### src/pas_pkg.sv
/*
  Shared constants for the program address sequencer: sizes, APB
  register offsets, field positions, reset values and operation codes.
  Assumes a 32-bit APB register bus with byte addresses.
*/
`default_nettype none

package pas_pkg;

  // memory geometry
  localparam int unsigned WORD_W     = 6;   // word within a page
  localparam int unsigned PAGE_W     = 4;   // page number
  localparam int unsigned ROM_WORDS  = 1024;
  localparam int unsigned ROM_PAGES  = 16;
  localparam int unsigned STACK_DEP  = 2;   // return stack levels
  localparam int unsigned NIB_W      = 4;
  localparam int unsigned RAM_WORDS  = 32;
  localparam int unsigned RAM_AW     = 5;
  localparam int unsigned DEPTH_W    = 2;
  localparam int unsigned PTR_W      = 6;   // bank ptr [5:4], word ptr [3:0]

  // machine cycle: clocks per instruction slot
  localparam int unsigned CLK_HZ     = 20_000_000;
  localparam logic [2:0]  MC_LAST    = 3'h5;  // six clocks, 0..5
  localparam logic [2:0]  MC_FIRST   = 3'h0;

  // register byte offsets
  localparam logic [7:0] OFF_CTRL    = 8'h00;
  localparam logic [7:0] OFF_INSTR   = 8'h04;
  localparam logic [7:0] OFF_STATUS  = 8'h08;
  localparam logic [7:0] OFF_PTR     = 8'h0C;
  localparam logic [7:0] OFF_DATA    = 8'h10;
  localparam logic [7:0] OFF_ADDR    = 8'h14;
  localparam logic [7:0] OFF_STACK   = 8'h18;

  // field positions
  localparam int unsigned CTRL_RUN    = 0;
  localparam int unsigned INSTR_OP_LSB  = 0;
  localparam int unsigned INSTR_ARG_LSB = 4;
  localparam int unsigned ST_PEND     = 0;
  localparam int unsigned ST_DEPTH    = 1;
  localparam int unsigned ST_MRST     = 3;
  localparam int unsigned ST_BUF      = 4;
  localparam int unsigned ADDR_PAGE   = 6;
  localparam int unsigned STK_ENT1    = 16;
  localparam int unsigned PTR_BANK0   = 4;

  // reset values
  localparam logic [WORD_W-1:0] WORD_RST = 6'h00;
  localparam logic [PAGE_W-1:0] PAGE_RST = 4'h0;

  // operations issued through the instruction register
  typedef enum logic [2:0] {
    OP_ADVANCE                    = 3'h0,
    OP_LOAD_BANK_BUFFER_IMMEDIATE = 3'h1,
    OP_JUMP                       = 3'h2,
    OP_CALL                       = 3'h3,
    OP_SUBROUTINE_RETURN          = 3'h4
  } pas_op_t;

endpackage : pas_pkg

`default_nettype wire

### src/pas_sequencer.sv
/*
  Program address sequencer with an APB register slave: word counter,
  bank select, bank buffer, two-level return stack, data-memory
  pointers and a 32-nibble data memory.
  Assumes an APB master on pclk and a manual reset pin from outside
  the clock domain.

*/
// The implementer's own choices: the address map and the APB slave port.
`timescale 1ns/1ns
`default_nettype none

module pas_sequencer
  import pas_pkg::*;
(
  // clock and reset
  input  wire logic                pclk,
  input  wire logic                presetn,
  // apb slave
  input  wire logic                psel,
  input  wire logic                penable,
  input  wire logic                pwrite,
  input  wire logic [7:0]          paddr,
  input  wire logic [31:0]         pwdata,
  output logic      [31:0]         prdata,
  output logic                     pready,
  output logic                     pslverr,
  // manual reset pin, active low, asynchronous
  input  wire logic                manual_reset_n,
  // program memory address and fetch strobe
  output logic      [WORD_W-1:0]   rom_word_counter,
  output logic      [PAGE_W-1:0]   rom_bank_select,
  output logic                     fetch_pulse,
  // data memory address
  output logic      [RAM_AW-1:0]   data_addr
);

  // ---------------------------------------------------------------
  // state
  logic [2:0]          phase_q;
  logic [WORD_W-1:0]   word_q;
  logic [PAGE_W-1:0]   page_q;
  logic [PAGE_W-1:0]   buf_q;         // rom_bank_buffer
  logic [WORD_W-1:0]   stk_word_q [STACK_DEP];
  logic [PAGE_W-1:0]   stk_page_q [STACK_DEP];
  logic [DEPTH_W-1:0]  depth_q;
  logic                run_q;
  logic                pend_q;
  pas_op_t             op_q;
  logic [WORD_W-1:0]   arg_q;
  logic [PTR_W-1:0]    ptr_q;
  logic [NIB_W-1:0]    ram [RAM_WORDS];
  logic                mrst_s1_q;
  logic                mrst_s2_q;
  logic                fetch_q;
  logic [RAM_AW-1:0]   daddr_q;
  logic                pready_q;
  logic                pslverr_q;
  logic [31:0]         prdata_q;

  // decoded strobes
  logic                boundary;
  logic                exec;
  logic                acc_req;
  logic                commit;
  logic                wr_commit;
  logic                sel_ok;
  logic                stall;
  logic [31:0]         rd_data;
  logic [RAM_AW-1:0]   ram_idx;

  // ---------------------------------------------------------------
  // manual reset pin synchroniser, two flops before use
  always_ff @(posedge pclk or negedge presetn) begin
    if (!presetn) begin
      mrst_s1_q <= 1'b0;
      mrst_s2_q <= 1'b0;
    end else begin
      mrst_s1_q <= manual_reset_n;
      mrst_s2_q <= mrst_s1_q;
    end
  end

  // ---------------------------------------------------------------
  // machine-cycle phase counter
  // six-clock slot
  always_ff @(posedge pclk or negedge presetn) begin
    if (!presetn) begin
      phase_q <= MC_FIRST;
    end else if (!mrst_s2_q || !run_q) begin
      phase_q <= MC_FIRST;
    end else if (phase_q == MC_LAST) begin
      phase_q <= MC_FIRST;
    end else begin
      phase_q <= phase_q + 3'h1;
    end
  end

  // one fetch per machine cycle; a pending operation executes with it
  assign boundary = run_q && mrst_s2_q && (phase_q == MC_LAST);
  assign exec     = boundary && pend_q;

  // ---------------------------------------------------------------
  // word counter
  always_ff @(posedge pclk or negedge presetn) begin
    if (!presetn) begin
      word_q <= WORD_RST;
    end else if (!mrst_s2_q) begin
      word_q <= WORD_RST;
    end else if (boundary) begin
      if (exec && (op_q == OP_JUMP || op_q == OP_CALL)) begin
        word_q <= arg_q;
      end else if (exec && op_q == OP_SUBROUTINE_RETURN) begin
        word_q <= stk_word_q[0];
      end else begin
        word_q <= word_q + 6'h01;   // wraps inside the page
      end
    end
  end

  // ---------------------------------------------------------------
  // bank select, only page-changing operations touch it
  always_ff @(posedge pclk or negedge presetn) begin
    if (!presetn) begin
      page_q <= PAGE_RST;
    end else if (!mrst_s2_q) begin
      page_q <= PAGE_RST;
    end else if (exec) begin
      case (op_q)
        OP_JUMP,
        OP_CALL:              page_q <= buf_q;
        OP_SUBROUTINE_RETURN: page_q <= stk_page_q[0];
        default:              page_q <= page_q;
      endcase
    end
  end

  // ---------------------------------------------------------------
  // bank buffer, staged for the next jump or call
  always_ff @(posedge pclk or negedge presetn) begin
    if (!presetn) begin
      buf_q <= PAGE_RST;
    end else if (exec && op_q == OP_LOAD_BANK_BUFFER_IMMEDIATE) begin
      buf_q <= arg_q[PAGE_W-1:0];
    end
  end

  // ---------------------------------------------------------------
  // return stack, entry 0 is the top
  always_ff @(posedge pclk or negedge presetn) begin
    if (!presetn) begin
      for (int i = 0; i < STACK_DEP; i++) begin
        stk_word_q[i] <= WORD_RST;
        stk_page_q[i] <= PAGE_RST;
      end
    end else if (exec && op_q == OP_CALL) begin
      stk_word_q[0] <= word_q + 6'h01;
      stk_page_q[0] <= page_q;
      for (int i = 1; i < STACK_DEP; i++) begin
        stk_word_q[i] <= stk_word_q[i-1];
        stk_page_q[i] <= stk_page_q[i-1];
      end
    end else if (exec && op_q == OP_SUBROUTINE_RETURN) begin
      for (int i = 0; i < STACK_DEP - 1; i++) begin
        stk_word_q[i] <= stk_word_q[i+1];
        stk_page_q[i] <= stk_page_q[i+1];
      end
      stk_word_q[STACK_DEP-1] <= WORD_RST;
      stk_page_q[STACK_DEP-1] <= PAGE_RST;
    end
  end

  // stack fill level, saturating; deeper calls drop the oldest entry
  // two levels
  always_ff @(posedge pclk or negedge presetn) begin
    if (!presetn) begin
      depth_q <= 2'h0;
    end else if (exec && op_q == OP_CALL) begin
      if (depth_q != 2'(STACK_DEP)) begin
        depth_q <= depth_q + 2'h1;
      end
    end else if (exec && op_q == OP_SUBROUTINE_RETURN) begin
      if (depth_q != 2'h0) begin
        depth_q <= depth_q - 2'h1;
      end
    end
  end

  // fetch strobe, one clock per fetch
  always_ff @(posedge pclk or negedge presetn) begin
    if (!presetn) begin
      fetch_q <= 1'b0;
    end else begin
      fetch_q <= boundary;
    end
  end

  // ---------------------------------------------------------------
  // apb decode; an instruction write waits while one is pending
  assign acc_req  = psel && penable && !pready_q;
  assign commit   = psel && penable && pready_q;
  assign wr_commit = commit && pwrite && !pslverr_q;
  assign stall    = pwrite && (paddr == OFF_INSTR) && pend_q;

  always_comb begin
    sel_ok = 1'b1;
    case (paddr)
      OFF_CTRL, OFF_INSTR, OFF_STATUS, OFF_PTR,
      OFF_DATA, OFF_ADDR, OFF_STACK: sel_ok = 1'b1;
      default:                       sel_ok = 1'b0;
    endcase
  end

  // bank bit zero and word pointer
  assign ram_idx = {ptr_q[PTR_BANK0], ptr_q[NIB_W-1:0]};

  // read mux, unused bits read as zero
  always_comb begin
    rd_data = 32'h0000_0000;
    case (paddr)
      OFF_CTRL:   rd_data[CTRL_RUN] = run_q;
      OFF_INSTR: begin
        rd_data[INSTR_OP_LSB +: 3]       = op_q;
        rd_data[INSTR_ARG_LSB +: WORD_W] = arg_q;
      end
      OFF_STATUS: begin
        rd_data[ST_PEND]             = pend_q;
        rd_data[ST_DEPTH +: DEPTH_W] = depth_q;
        rd_data[ST_MRST]             = !mrst_s2_q;
        rd_data[ST_BUF +: PAGE_W]    = buf_q;
      end
      OFF_PTR:    rd_data[PTR_W-1:0] = ptr_q;
      OFF_DATA:   rd_data[NIB_W-1:0] = ram[ram_idx];
      OFF_ADDR: begin
        rd_data[WORD_W-1:0]           = word_q;
        rd_data[ADDR_PAGE +: PAGE_W]  = page_q;
      end
      OFF_STACK: begin
        rd_data[WORD_W-1:0]                   = stk_word_q[0];
        rd_data[ADDR_PAGE +: PAGE_W]          = stk_page_q[0];
        rd_data[STK_ENT1 +: WORD_W]           = stk_word_q[1];
        rd_data[STK_ENT1+ADDR_PAGE +: PAGE_W] = stk_page_q[1];
      end
      default:    rd_data = 32'h0000_0000;
    endcase
  end

  // ready, error and read data registered one clock into the access
  always_ff @(posedge pclk or negedge presetn) begin
    if (!presetn) begin
      pready_q  <= 1'b0;
      pslverr_q <= 1'b0;
      prdata_q  <= 32'h0000_0000;
    end else if (commit) begin
      pready_q  <= 1'b0;
      pslverr_q <= 1'b0;
    end else if (acc_req && !stall) begin
      pready_q  <= 1'b1;
      pslverr_q <= !sel_ok;
      prdata_q  <= pwrite ? 32'h0000_0000 : rd_data;
    end
  end

  // ---------------------------------------------------------------
  // control and pointer registers
  always_ff @(posedge pclk or negedge presetn) begin
    if (!presetn) begin
      run_q   <= 1'b0;
      ptr_q   <= '0;
      daddr_q <= '0;
    end else if (wr_commit) begin
      if (paddr == OFF_CTRL) begin
        run_q <= pwdata[CTRL_RUN];
      end
      if (paddr == OFF_PTR) begin
        ptr_q   <= pwdata[PTR_W-1:0];
        daddr_q <= {pwdata[PTR_BANK0], pwdata[NIB_W-1:0]};
      end
    end
  end

  // instruction register and pending flag; a new write wins a clear
  always_ff @(posedge pclk or negedge presetn) begin
    if (!presetn) begin
      pend_q <= 1'b0;
      op_q   <= OP_ADVANCE;
      arg_q  <= '0;
    end else if (wr_commit && paddr == OFF_INSTR) begin
      pend_q <= 1'b1;
      op_q   <= pas_op_t'(pwdata[INSTR_OP_LSB +: 3]);
      arg_q  <= pwdata[INSTR_ARG_LSB +: WORD_W];
    end else if (exec) begin
      pend_q <= 1'b0;
    end
  end

  // data memory, reached only through the pointers
  // pointer access
  always_ff @(posedge pclk) begin
    if (wr_commit && paddr == OFF_DATA) begin
      ram[ram_idx] <= pwdata[NIB_W-1:0];
    end
  end

  // ---------------------------------------------------------------
  // outputs
  // ten-bit program address
  assign rom_word_counter = word_q;
  assign rom_bank_select  = page_q;
  assign fetch_pulse      = fetch_q;
  assign data_addr        = daddr_q;
  assign pready           = pready_q;
  assign pslverr          = pslverr_q;
  assign prdata           = prdata_q;

endmodule : pas_sequencer

`default_nettype wire

### config.mk
export PLATFORM = sky130hd
export DESIGN_NAME = pas_sequencer
export DESIGN_NICKNAME = d
export VERILOG_FILES = /design/src/pas_pkg.sv /design/src/pas_sequencer.sv
export SDC_FILE = /design/constraint.sdc
export NUM_CORES = 1
export LEC_CHECK = 0
export ABC_AREA = 1
export BUFFER_PORTS_ARGS = -buffer_cell sky130_fd_sc_hd__buf_2
export CAP_MARGIN = 20
export CORE_MARGIN = 2
export CORE_UTILIZATION = 30
export CTS_BUF_LIST = sky130_fd_sc_hd__clkbuf_4
export DETAILED_ROUTE_END_ITERATION = 16
export PLACE_DENSITY = 0.47
export SYNTH_ARGS = -nofsm -noshare
export SYNTH_HDL_FRONTEND = slang
export SYNTH_SLANG_ARGS = --single-unit
### constraint.sdc
create_clock -name pclk -period 1.66 [get_ports pclk]
set_input_delay 0.083 -clock pclk [delete_from_list [all_inputs] [get_ports pclk]]
set_output_delay 0.083 -clock pclk [all_outputs]
set_load 0.02 [all_outputs]
# Word-level counts from Yosys, hierarchy flattened
# Memories as Yosys holds them, arrays and structs flattened.
# Index checks and enable logic that the tools add are counted.
dict set report totals {
  regBits 98
  mem_bits_rw 128
  inputBits 46
  output_inout_bits 50
  elab_cells 115
  mem_count 1
}
# name depth width rd rd_clocked_by_memory_dff wr line
set memory_table {}
lappend memory_table {ram 32 4 1 0 1 pas_sequencer.sv:52} ;# logic [NIB_W-1:0] ram [RAM_WORDS];
dict set report classes {
  add_sub_neg 4
  eq_ne 16
  n_mux 34
  bitwise 1
  n_reduce_logical 38
}
# operator n
set op_table {}
lappend op_table {{two-way mux 26 bit} 1}
lappend op_table {{equality test 8 x 5 -> 1 bit (second input constant)} 3}
lappend op_table {{two-way mux 12 bit} 2}
lappend op_table {{two-way mux 6 bit} 4}
lappend op_table {{logical AND 1 bit} 17}
lappend op_table {{equality test 8 x 4 -> 1 bit (second input constant)} 2}
lappend op_table {{two-way mux 8 bit} 2}
lappend op_table {{one-hot mux 2 bit (6 select lines)} 1}
lappend op_table {{two-way mux 10 bit} 1}
lappend op_table {{one-hot mux 2 bit (5 select lines)} 1}
lappend op_table {{nonzero test 2 bit} 5}
lappend op_table {{two-way mux 1 bit} 9}
lappend op_table {{equality test 8 x 3 -> 1 bit (second input constant)} 1}
lappend op_table {{zero test 8 bit} 1}
lappend op_table {{two-way mux 2 bit} 4}
lappend op_table {{two-way mux 4 bit} 2}
lappend op_table {{one-hot mux 2 bit (4 select lines)} 1}
lappend op_table {{one-hot mux 4 bit (2 select lines)} 1}
lappend op_table {{AND reduction 2 bit} 4}
lappend op_table {{one-hot mux 1 bit (7 select lines)} 1}
lappend op_table {{OR reduction 7 bit} 1}
lappend op_table {{adder 6 x 1 -> 6 bit (second input constant)} 1}
lappend op_table {{equality test 3 x 2 -> 1 bit (second input constant)} 2}
lappend op_table {{equality test 3 bit (second input constant)} 2}
lappend op_table {{other kinds (15)} 24}

# Depth between registers and ports, before layout
# Gate-level depths: netlist (run 1).
dict set report logic_depth {
  word_depth 8
  ltp_mapped 16
  ltp_nobuf 13
}

# Worst setup path after synthesis (run 1)
# No wires, ideal clock.
dict set report synth_path {
  kind {reg2reg}
  from {reg pready_q (netlist: pready)}
  to {mem ram[27][0], enable pin}
  setup_ps 361
  arrival_ps 1610
  required_ps 1299
  setup_slack_ps -311
  stages_incl_launch_ff 7
  path_buffers 0
  period_less_slack_ps 1971
  path_cell_list {dfrtp_1 > inv_1 > nor2_1 > inv_1 > nor4_4 > nand2_1 > nor3_1}
}
dict set report synth_via {
  elab_chain_len 6
}
# element line
set synth_rtl {}
lappend synth_rtl {{from (decl)} pas_sequencer.sv:57} ;# logic pready_q;
lappend synth_rtl {{from (signal assigned)} pas_sequencer.sv:251} ;# pready_q <= 1'b0;
lappend synth_rtl {{from (signal assigned)} pas_sequencer.sv:255} ;# pready_q <= 1'b0;
lappend synth_rtl {{from (signal assigned)} pas_sequencer.sv:258} ;# pready_q <= 1'b1;
lappend synth_rtl {{logical AND 1 bit} pas_sequencer.sv:201} ;# assign commit = psel && penable && pready_q;
lappend synth_rtl {{logical AND 1 bit (2 in series)} pas_sequencer.sv:202} ;# assign wr_commit = commit && pwrite && !pslverr_q;
lappend synth_rtl {{logical AND 1 bit} pas_sequencer.sv:300} ;# if (wr_commit && paddr == OFF_DATA) begin
lappend synth_rtl {{two-way mux 1 bit} pas_sequencer.sv:300}
lappend synth_rtl {{two-way mux 1 bit (not written as such)} pas_sequencer.sv:301} ;# ram[ram_idx] <= pwdata[NIB_W-1:0];
lappend synth_rtl {{to (decl)} pas_sequencer.sv:52}
# Every way passes these cells.

# Final worst setup path (run 1)
dict set report layout_path {
  from {reg pready_q (netlist: pready)}
  to {mem ram[3][1], enable pin}
}
# Same word-level chain as after synthesis.

==> results.toml, run 1 <==
[layout]
final_common_cell = "nand2_1"
design_area_mm2 = 0.0131
stdcell_count = 1725
fin_nets = 1324
fillCellCount = 3145
fin_util_pct = 41.9
drive_gt1_share_pct = 32.2
final_cell_mix = "nand2_1, edfxtp_1, clkbuf_4"
syn_to_final_growth_pct = 37.9

[logic_synthesis]
synth_top_area_share_pct = 40.3
syn_inst = 1061
synth.largest_area_cell = "edfxtp_1"
synth_seq_cells = 209
syn-cell-area_mm2 = 0.00953
synth_area_leaders = "edfxtp_1, dfrtp_1, nand2_1"
ys_seq_area_share_pct = 61.6
ys_warn_count = 0
avgSynthCellArea_um2 = 8.99
yosysUniqueCellTypes = 37

[placed_design]
placed_cells = 1567
dpl_cell_area_mm2 = 0.0110
gp_congestion = 0.845
place_hpwl_um = 17900
io_buffers = 61

[global_route]
overflow = 0
first_global_vias = 7697
grt_antenna_before_repair = 1
grt_max_degree = 38
grt_pass1_wl_um = 42100
grt_use_total_pct = 16.3

[sta]
hold_viol = 0
rsz0062_at_grt = "yes"
fin_setup_tns_ns = -4.45
fin_crit_ns = 1.75
fin_skew_ns = 0.0480
final-setup-viol-count = 75
fmax_ghz = 0.571
drv_slew = 0
fin_ws_ns = -0.0922
post-route-period-util_pct = 106

[setup_path]
setup.worst_path.start_class = "register"
critical_path_required_ns = 2.04
endpoint_kind = "register"
worstPathArrival_ns = 2.13
critPathKind = "reg2reg"
cp_max_fo = 8

[drt]
avgViaCountPerCell = 4.54
routed_wl_um = 28700
antenna_left = 0
dr_total_vias = 7828
first_pass_iters = 5
drc = 0
drt-initial-drc-count = 412
wire_per_inst_um = 16.6

[cts]
cts_buffers = 57
cts-root-buf = "clkbuf_4"
cts_tree = "built"
clk_pin_slew_worst_paths_ns = 0.06
cts.sinks = 209
clock_latency_ns = 0.71
clockBufferDepth = 3
cts_max_level = 2

[power_and_ir_drop]
power_density_mw_per_mm2 = 818
p_leak_nw = 5.88
report.power.total_mw = 10.8
peakVddDrop_v = 0.000480

[run]
cap_violations = 0

[run_status]
status = "finished with violations"
violations = "setup timing"

[floorplanning]
ios = 96
fp.coreArea_mm2 = 0.0314
initial_core_util_pct = 30.4
die_w_um = 182
num_rows = 65
die_area_mm2 = 0.0332
fp.dieH_um = 182

[worst_hold_path]
min_path_type = "in2reg"
## worst paths after layout
path | start | to | slack, ns | cells after the start
max in group asynchronous | presetn | arg_q[3] | 0.96 | 4
min in group asynchronous | presetn | prdata[8] | 0.45 | 4
worst min-delay path | paddr[0] | run_q | 0.02 | 6
worst max register to register | pready | ram[3][1] | -0.09 | 7
worst min register to register | mrst_s1_q | mrst_s2_q | 0.34 | 0
worst max-delay path | pready | ram[3][1] | -0.09 | 7
## routing by layer
layer  wire, µm  global-route usage, %  part of all wire, %  vias up
met2      13200                   25.8                   46      184
li1           -                      -                    -     3893
met1      13400                   22.3                   47     3694
met4        757                   5.81                  2.6        0
met5          0                      0                    0        -
met3       1290                   3.23                  4.5       57
## area by class of cell
type | instances | area [µm²] | share of cell area, %
Multi-Input combinational cell | 739 | 3830 | 29.1
Timing Repair Buffer | 194 | 1920 | 14.6
Clock inverter | 22 | 91.3 | 0.695
Inverter | 76 | 308 | 2.34
Antenna cell | 1 | 2.50 | 0.0190
Clock buffer | 82 | 616 | 4.68
Tap cell | 402 | 503 | 3.83
Sequential cell | 209 | 5880 | 44.7
## state kept, by name (all words and copies together) (netlist names), 6 cells and up
| name | flops |
|---|---|
| ptr_q | 6 |
| ram | 128 |
| rom_word_counter | 6 |
| stk_page_q | 8 |
| arg_q | 6 |
| prdata | 20 |
| stk_word_q | 12 |
## report_power, final
group | internal [mW] | switching, mW | leakage, nW
Combinational | 0.254 | 0.417 | 3.21
Clock | 2.27 | 2.22 | 0.425
Sequential | 5.56 | 0.0288 | 2.24
Total | 8.09 | 2.67 | 5.88
## repair_timing
item	4_1_cts	5_1_grt
gates resized for setup	52	145
hold endpoints to repair	228	0
pin swaps	9	29
gates cloned	2	12
setup endpoints to repair	121	169
hold buffers	22	0
buffers inserted	1	18
## per-stage QoR
| stage | hold slack (ns) | worst slack [ns] |
|---|---|---|
| floorplan | -0.213 | -0.0945 |
| global route | 0.00618 | -0.171 |
| finish | 0.0238 | -0.0922 |
| global placement | 0.0229 | -0.252 |
| detailed placement | 0.0245 | -0.295 |
| CTS | 0.0208 | -0.102 |
## synthesized netlist by cell type, drive strengths merged
| library cell | instances |
|---|---|
| nand2 | 510 |
| edfxtp | 128 |
| dfrtp | 81 |
| inv | 75 |
| nor2 | 72 |
| o21ai | 51 |
| buf | 32 |
| nand3 | 25 |
| a21oi | 17 |
| clkbuf | 16 |
| nor3 | 16 |
| o22ai | 11 |
| o221ai | 10 |
| xor2 | 4 |
| mux2 | 2 |
| nand3b | 2 |
| nor4 | 2 |
| a31oi | 1 |
| clkinv | 1 |
| conb | 1 |
| ha | 1 |
| nand4 | 1 |
| o211ai | 1 |
| xnor2 | 1 |
## worst max-delay path, stage by stage (launching register included)
cell and delay [ns]:
dfrtp_2 0.36, inv_2 0.05, nor2_4 0.12, inv_2 0.06
nor4_4 0.19, buf_12 0.19, nand3_4 0.23, nor2_4 0.22
## logic make-up (layout without fill, tap and decap cells)
family	count (synthesis)	in the layout	share of synthesized area [%]
muxes	2	2	0.236
and+or+nand+nor	628	628	26.3
DFF	209	209	61.6
other	1	13	0.0393
buffers and inverters	124	374	5.91
adders and majority gates	1	1	0.131
AOI/OAI and AO/OA	91	91	5.35
xor gates and xnor gates	5	5	0.459
No activity file was read; power rests on OpenSTA's default activity.
==> run 2, diff against run 1 <==
--- a/config.mk
+++ b/config.mk
@@ -9,10 +9,10 @@
 export BUFFER_PORTS_ARGS = -buffer_cell sky130_fd_sc_hd__buf_2
 export CAP_MARGIN = 20
 export CORE_MARGIN = 2
-export CORE_UTILIZATION = 30
+export CORE_UTILIZATION = 45
 export CTS_BUF_LIST = sky130_fd_sc_hd__clkbuf_4
 export DETAILED_ROUTE_END_ITERATION = 16
-export PLACE_DENSITY = 0.47
+export PLACE_DENSITY = 0.65
 export SYNTH_ARGS = -nofsm -noshare
 export SYNTH_HDL_FRONTEND = slang
 export SYNTH_SLANG_ARGS = --single-unit
==> results.toml, run 2 (synthesis gave the netlist of run 1 again) <==
[placed_design]
place_hpwl_um = 16400
dpl_cell_area_mm2 = 0.0108
placed_cells = 1438
gp_congestion = 0.920
io_buffers = 61

[global_route]
grt_antenna_before_repair = 1
first_global_vias = 7324
grt_pass1_wl_um = 37500
grt_use_total_pct = 21.7
overflow = 0
grt_max_degree = 40

[layout]
regMostFlops = "ram"
syn_to_final_growth_pct = 30.2
largest_reg_flops = 128
regArea_mm2 = 0.00588
fin_nets = 1303
drive_gt1_share_pct = 27.2
fillCellCount = 1759
stdcell_count = 1570
final_common_cell = "nand2_1"
design_area_mm2 = 0.0124
final_cell_mix = "nand2_1, edfxtp_1, clkbuf_4"
multi_input_area_mm2 = 0.00362

[setup_path]
reg2reg_slack_ns = -0.08
worstPathArrival_ns = 2.28
cpMostUsedCell = "nand2_1"
cp_max_fo = 8
setup.worst_path.start_class = "register"
cpPeakStageDelay_ns = 0.47
critPathKind = "reg2reg"
crit_family = "simple AND/OR/NAND/NOR gates"
cp_num_buf_inv = 2
crit_chain = "buf_12, clkbuf_16, nand2_1, nand2_1, nand2_1, nand2_1, nand2_1, nand2_1, nor2_1, nand2_1, nand2_1, nand2_1, nand2_1, nand2_1"
crit_slowest_cell = "dfrtp_2"
critical_path_required_ns = 2.20
endpoint_kind = "register"

[cts]
cts_buffers = 51
cts_tree = "built"
cts.sinks = 209
clockBufferDepth = 3
cts-root-buf = "clkbuf_4"
cts_max_level = 2
clk_pin_slew_worst_paths_ns = 0.07
clock_latency_ns = 0.68

[sta]
rsz0062_at_grt = "yes"
drv_slew = 0
fin_ws_ns = -0.0841
hold_viol = 0
final-setup-viol-count = 22
post-route-period-util_pct = 105
fmax_ghz = 0.573
relSlewSlack_pct = 60.4
fin_crit_ns = 1.74
fin_skew_ns = 0.0473
worst_pin_slew_ns = 0.594
holdWs_ns = 0.0891

[power_and_ir_drop]
switching_power_mw = 2.39
power_density_mw_per_mm2 = 841
p_leak_nw = 5.64
p_int_mw = 8.05
power_frac_clock_pct = 40.5
seqPwrFrac_pct = 53.5
peakVddDrop_v = 0.000459
pwr-share-comb_pct = 6.0
switching_share_pct = 22.9
report.power.total_mw = 10.4

[floorplanning]
ios = 96
fp.coreArea_mm2 = 0.0209
initial_core_util_pct = 45.6
die_area_mm2 = 0.0224
die_w_um = 150
num_rows = 53
fp.dieH_um = 150

[drt]
avgViaCountPerCell = 4.98
wire_per_inst_um = 15.9
drt-initial-drc-count = 646
first_pass_iters = 5
routed_wl_um = 25000
dr_total_vias = 7820
antenna_left = 0
drc = 0

[run_status]
violations = "setup timing"
status = "finished with violations"

[worst_hold_path]
min_path_type = "in2reg"

[run]
cap_violations = 0
## run 2: cell types whose count changed in the layout (fill, tap and decap cells not counted), sizes merged
cell	before	now
clkinv	21	15
dlygate4sd3	20	18
buf	163	153
clkbuf	92	85
bufbuf	1	0
bufinv	0	1
inv	76	74
clkinvlp	1	0
## run 2: path summary, 6_finish.rpt
kind,from,end,cells past startpoint
hold / removal,manual_reset_n,mrst_s1_q,2
setup reg to reg,ptr_q[0],prdata[1],14
max in group asynchronous,presetn,arg_q[3],4
min in group asynchronous,presetn,prdata[17],3
setup / recovery,ptr_q[0],prdata[1],14
hold reg to reg,mrst_s1_q,mrst_s2_q,0
## run 2: what timing repair did
item                                    in CTS  in global routing
endpoints found under the setup margin      54                158
hold buffers                                18                  0
pin swaps                                    7                 38
setup buffers                                1                 11
hold endpoints to repair                   186                  0
gates resized for setup                     22                 98
cloned                                       0                 10
## run 2: metrics by stage
| stage | setup slack, ns | TNS (ns) | utilization (%) |
|---|---|---|---|
| CTS | -0.0391 | -0.545 | 56.3 |
| detailed placement | -0.201 | -14.66 | 51.8 |
| global placement | -0.168 | -11.88 | 51.8 |
| floorplan | -0.0945 | -9.48 | - |
| finish | -0.0841 | -0.798 | 59.4 |
| global route | -0.209 | -6.05 | 59.4 |
## run 2: area by class of cell
cell class	instances	share of cell area (%)
clock inverters	14	0.635
clock buffers	77	4.66
diodes	1	0.0202
inverters	76	2.44
multi-input cells	739	29.2
repair buffers	179	12.9
well taps	275	2.77
flip-flops and latches	209	47.4
## run 2: routing by layer
layer | vias up | wire length (µm) | global-route usage, %
li1 | 3835 | - | -
met1 | 3654 | 11000 | 30.6
met2 | 285 | 11800 | 33.7
met3 | 46 | 1710 | 4.02
met4 | 0 | 550 | 7.81
met5 | - | 0 | 0
## run 2: power groups by stage
stage / logic, mW / clock network (mW) / registers [mW]
after floorplan: 0.214 / 0 / 5.73
after global placement: 0.550 / 0 / 5.70
after detailed placement: 0.554 / 0 / 5.70
after CTS: 0.597 / 4.32 / 5.59
after global routing: 0.686 / 4.60 / 5.59
final: 0.623 / 4.23 / 5.59
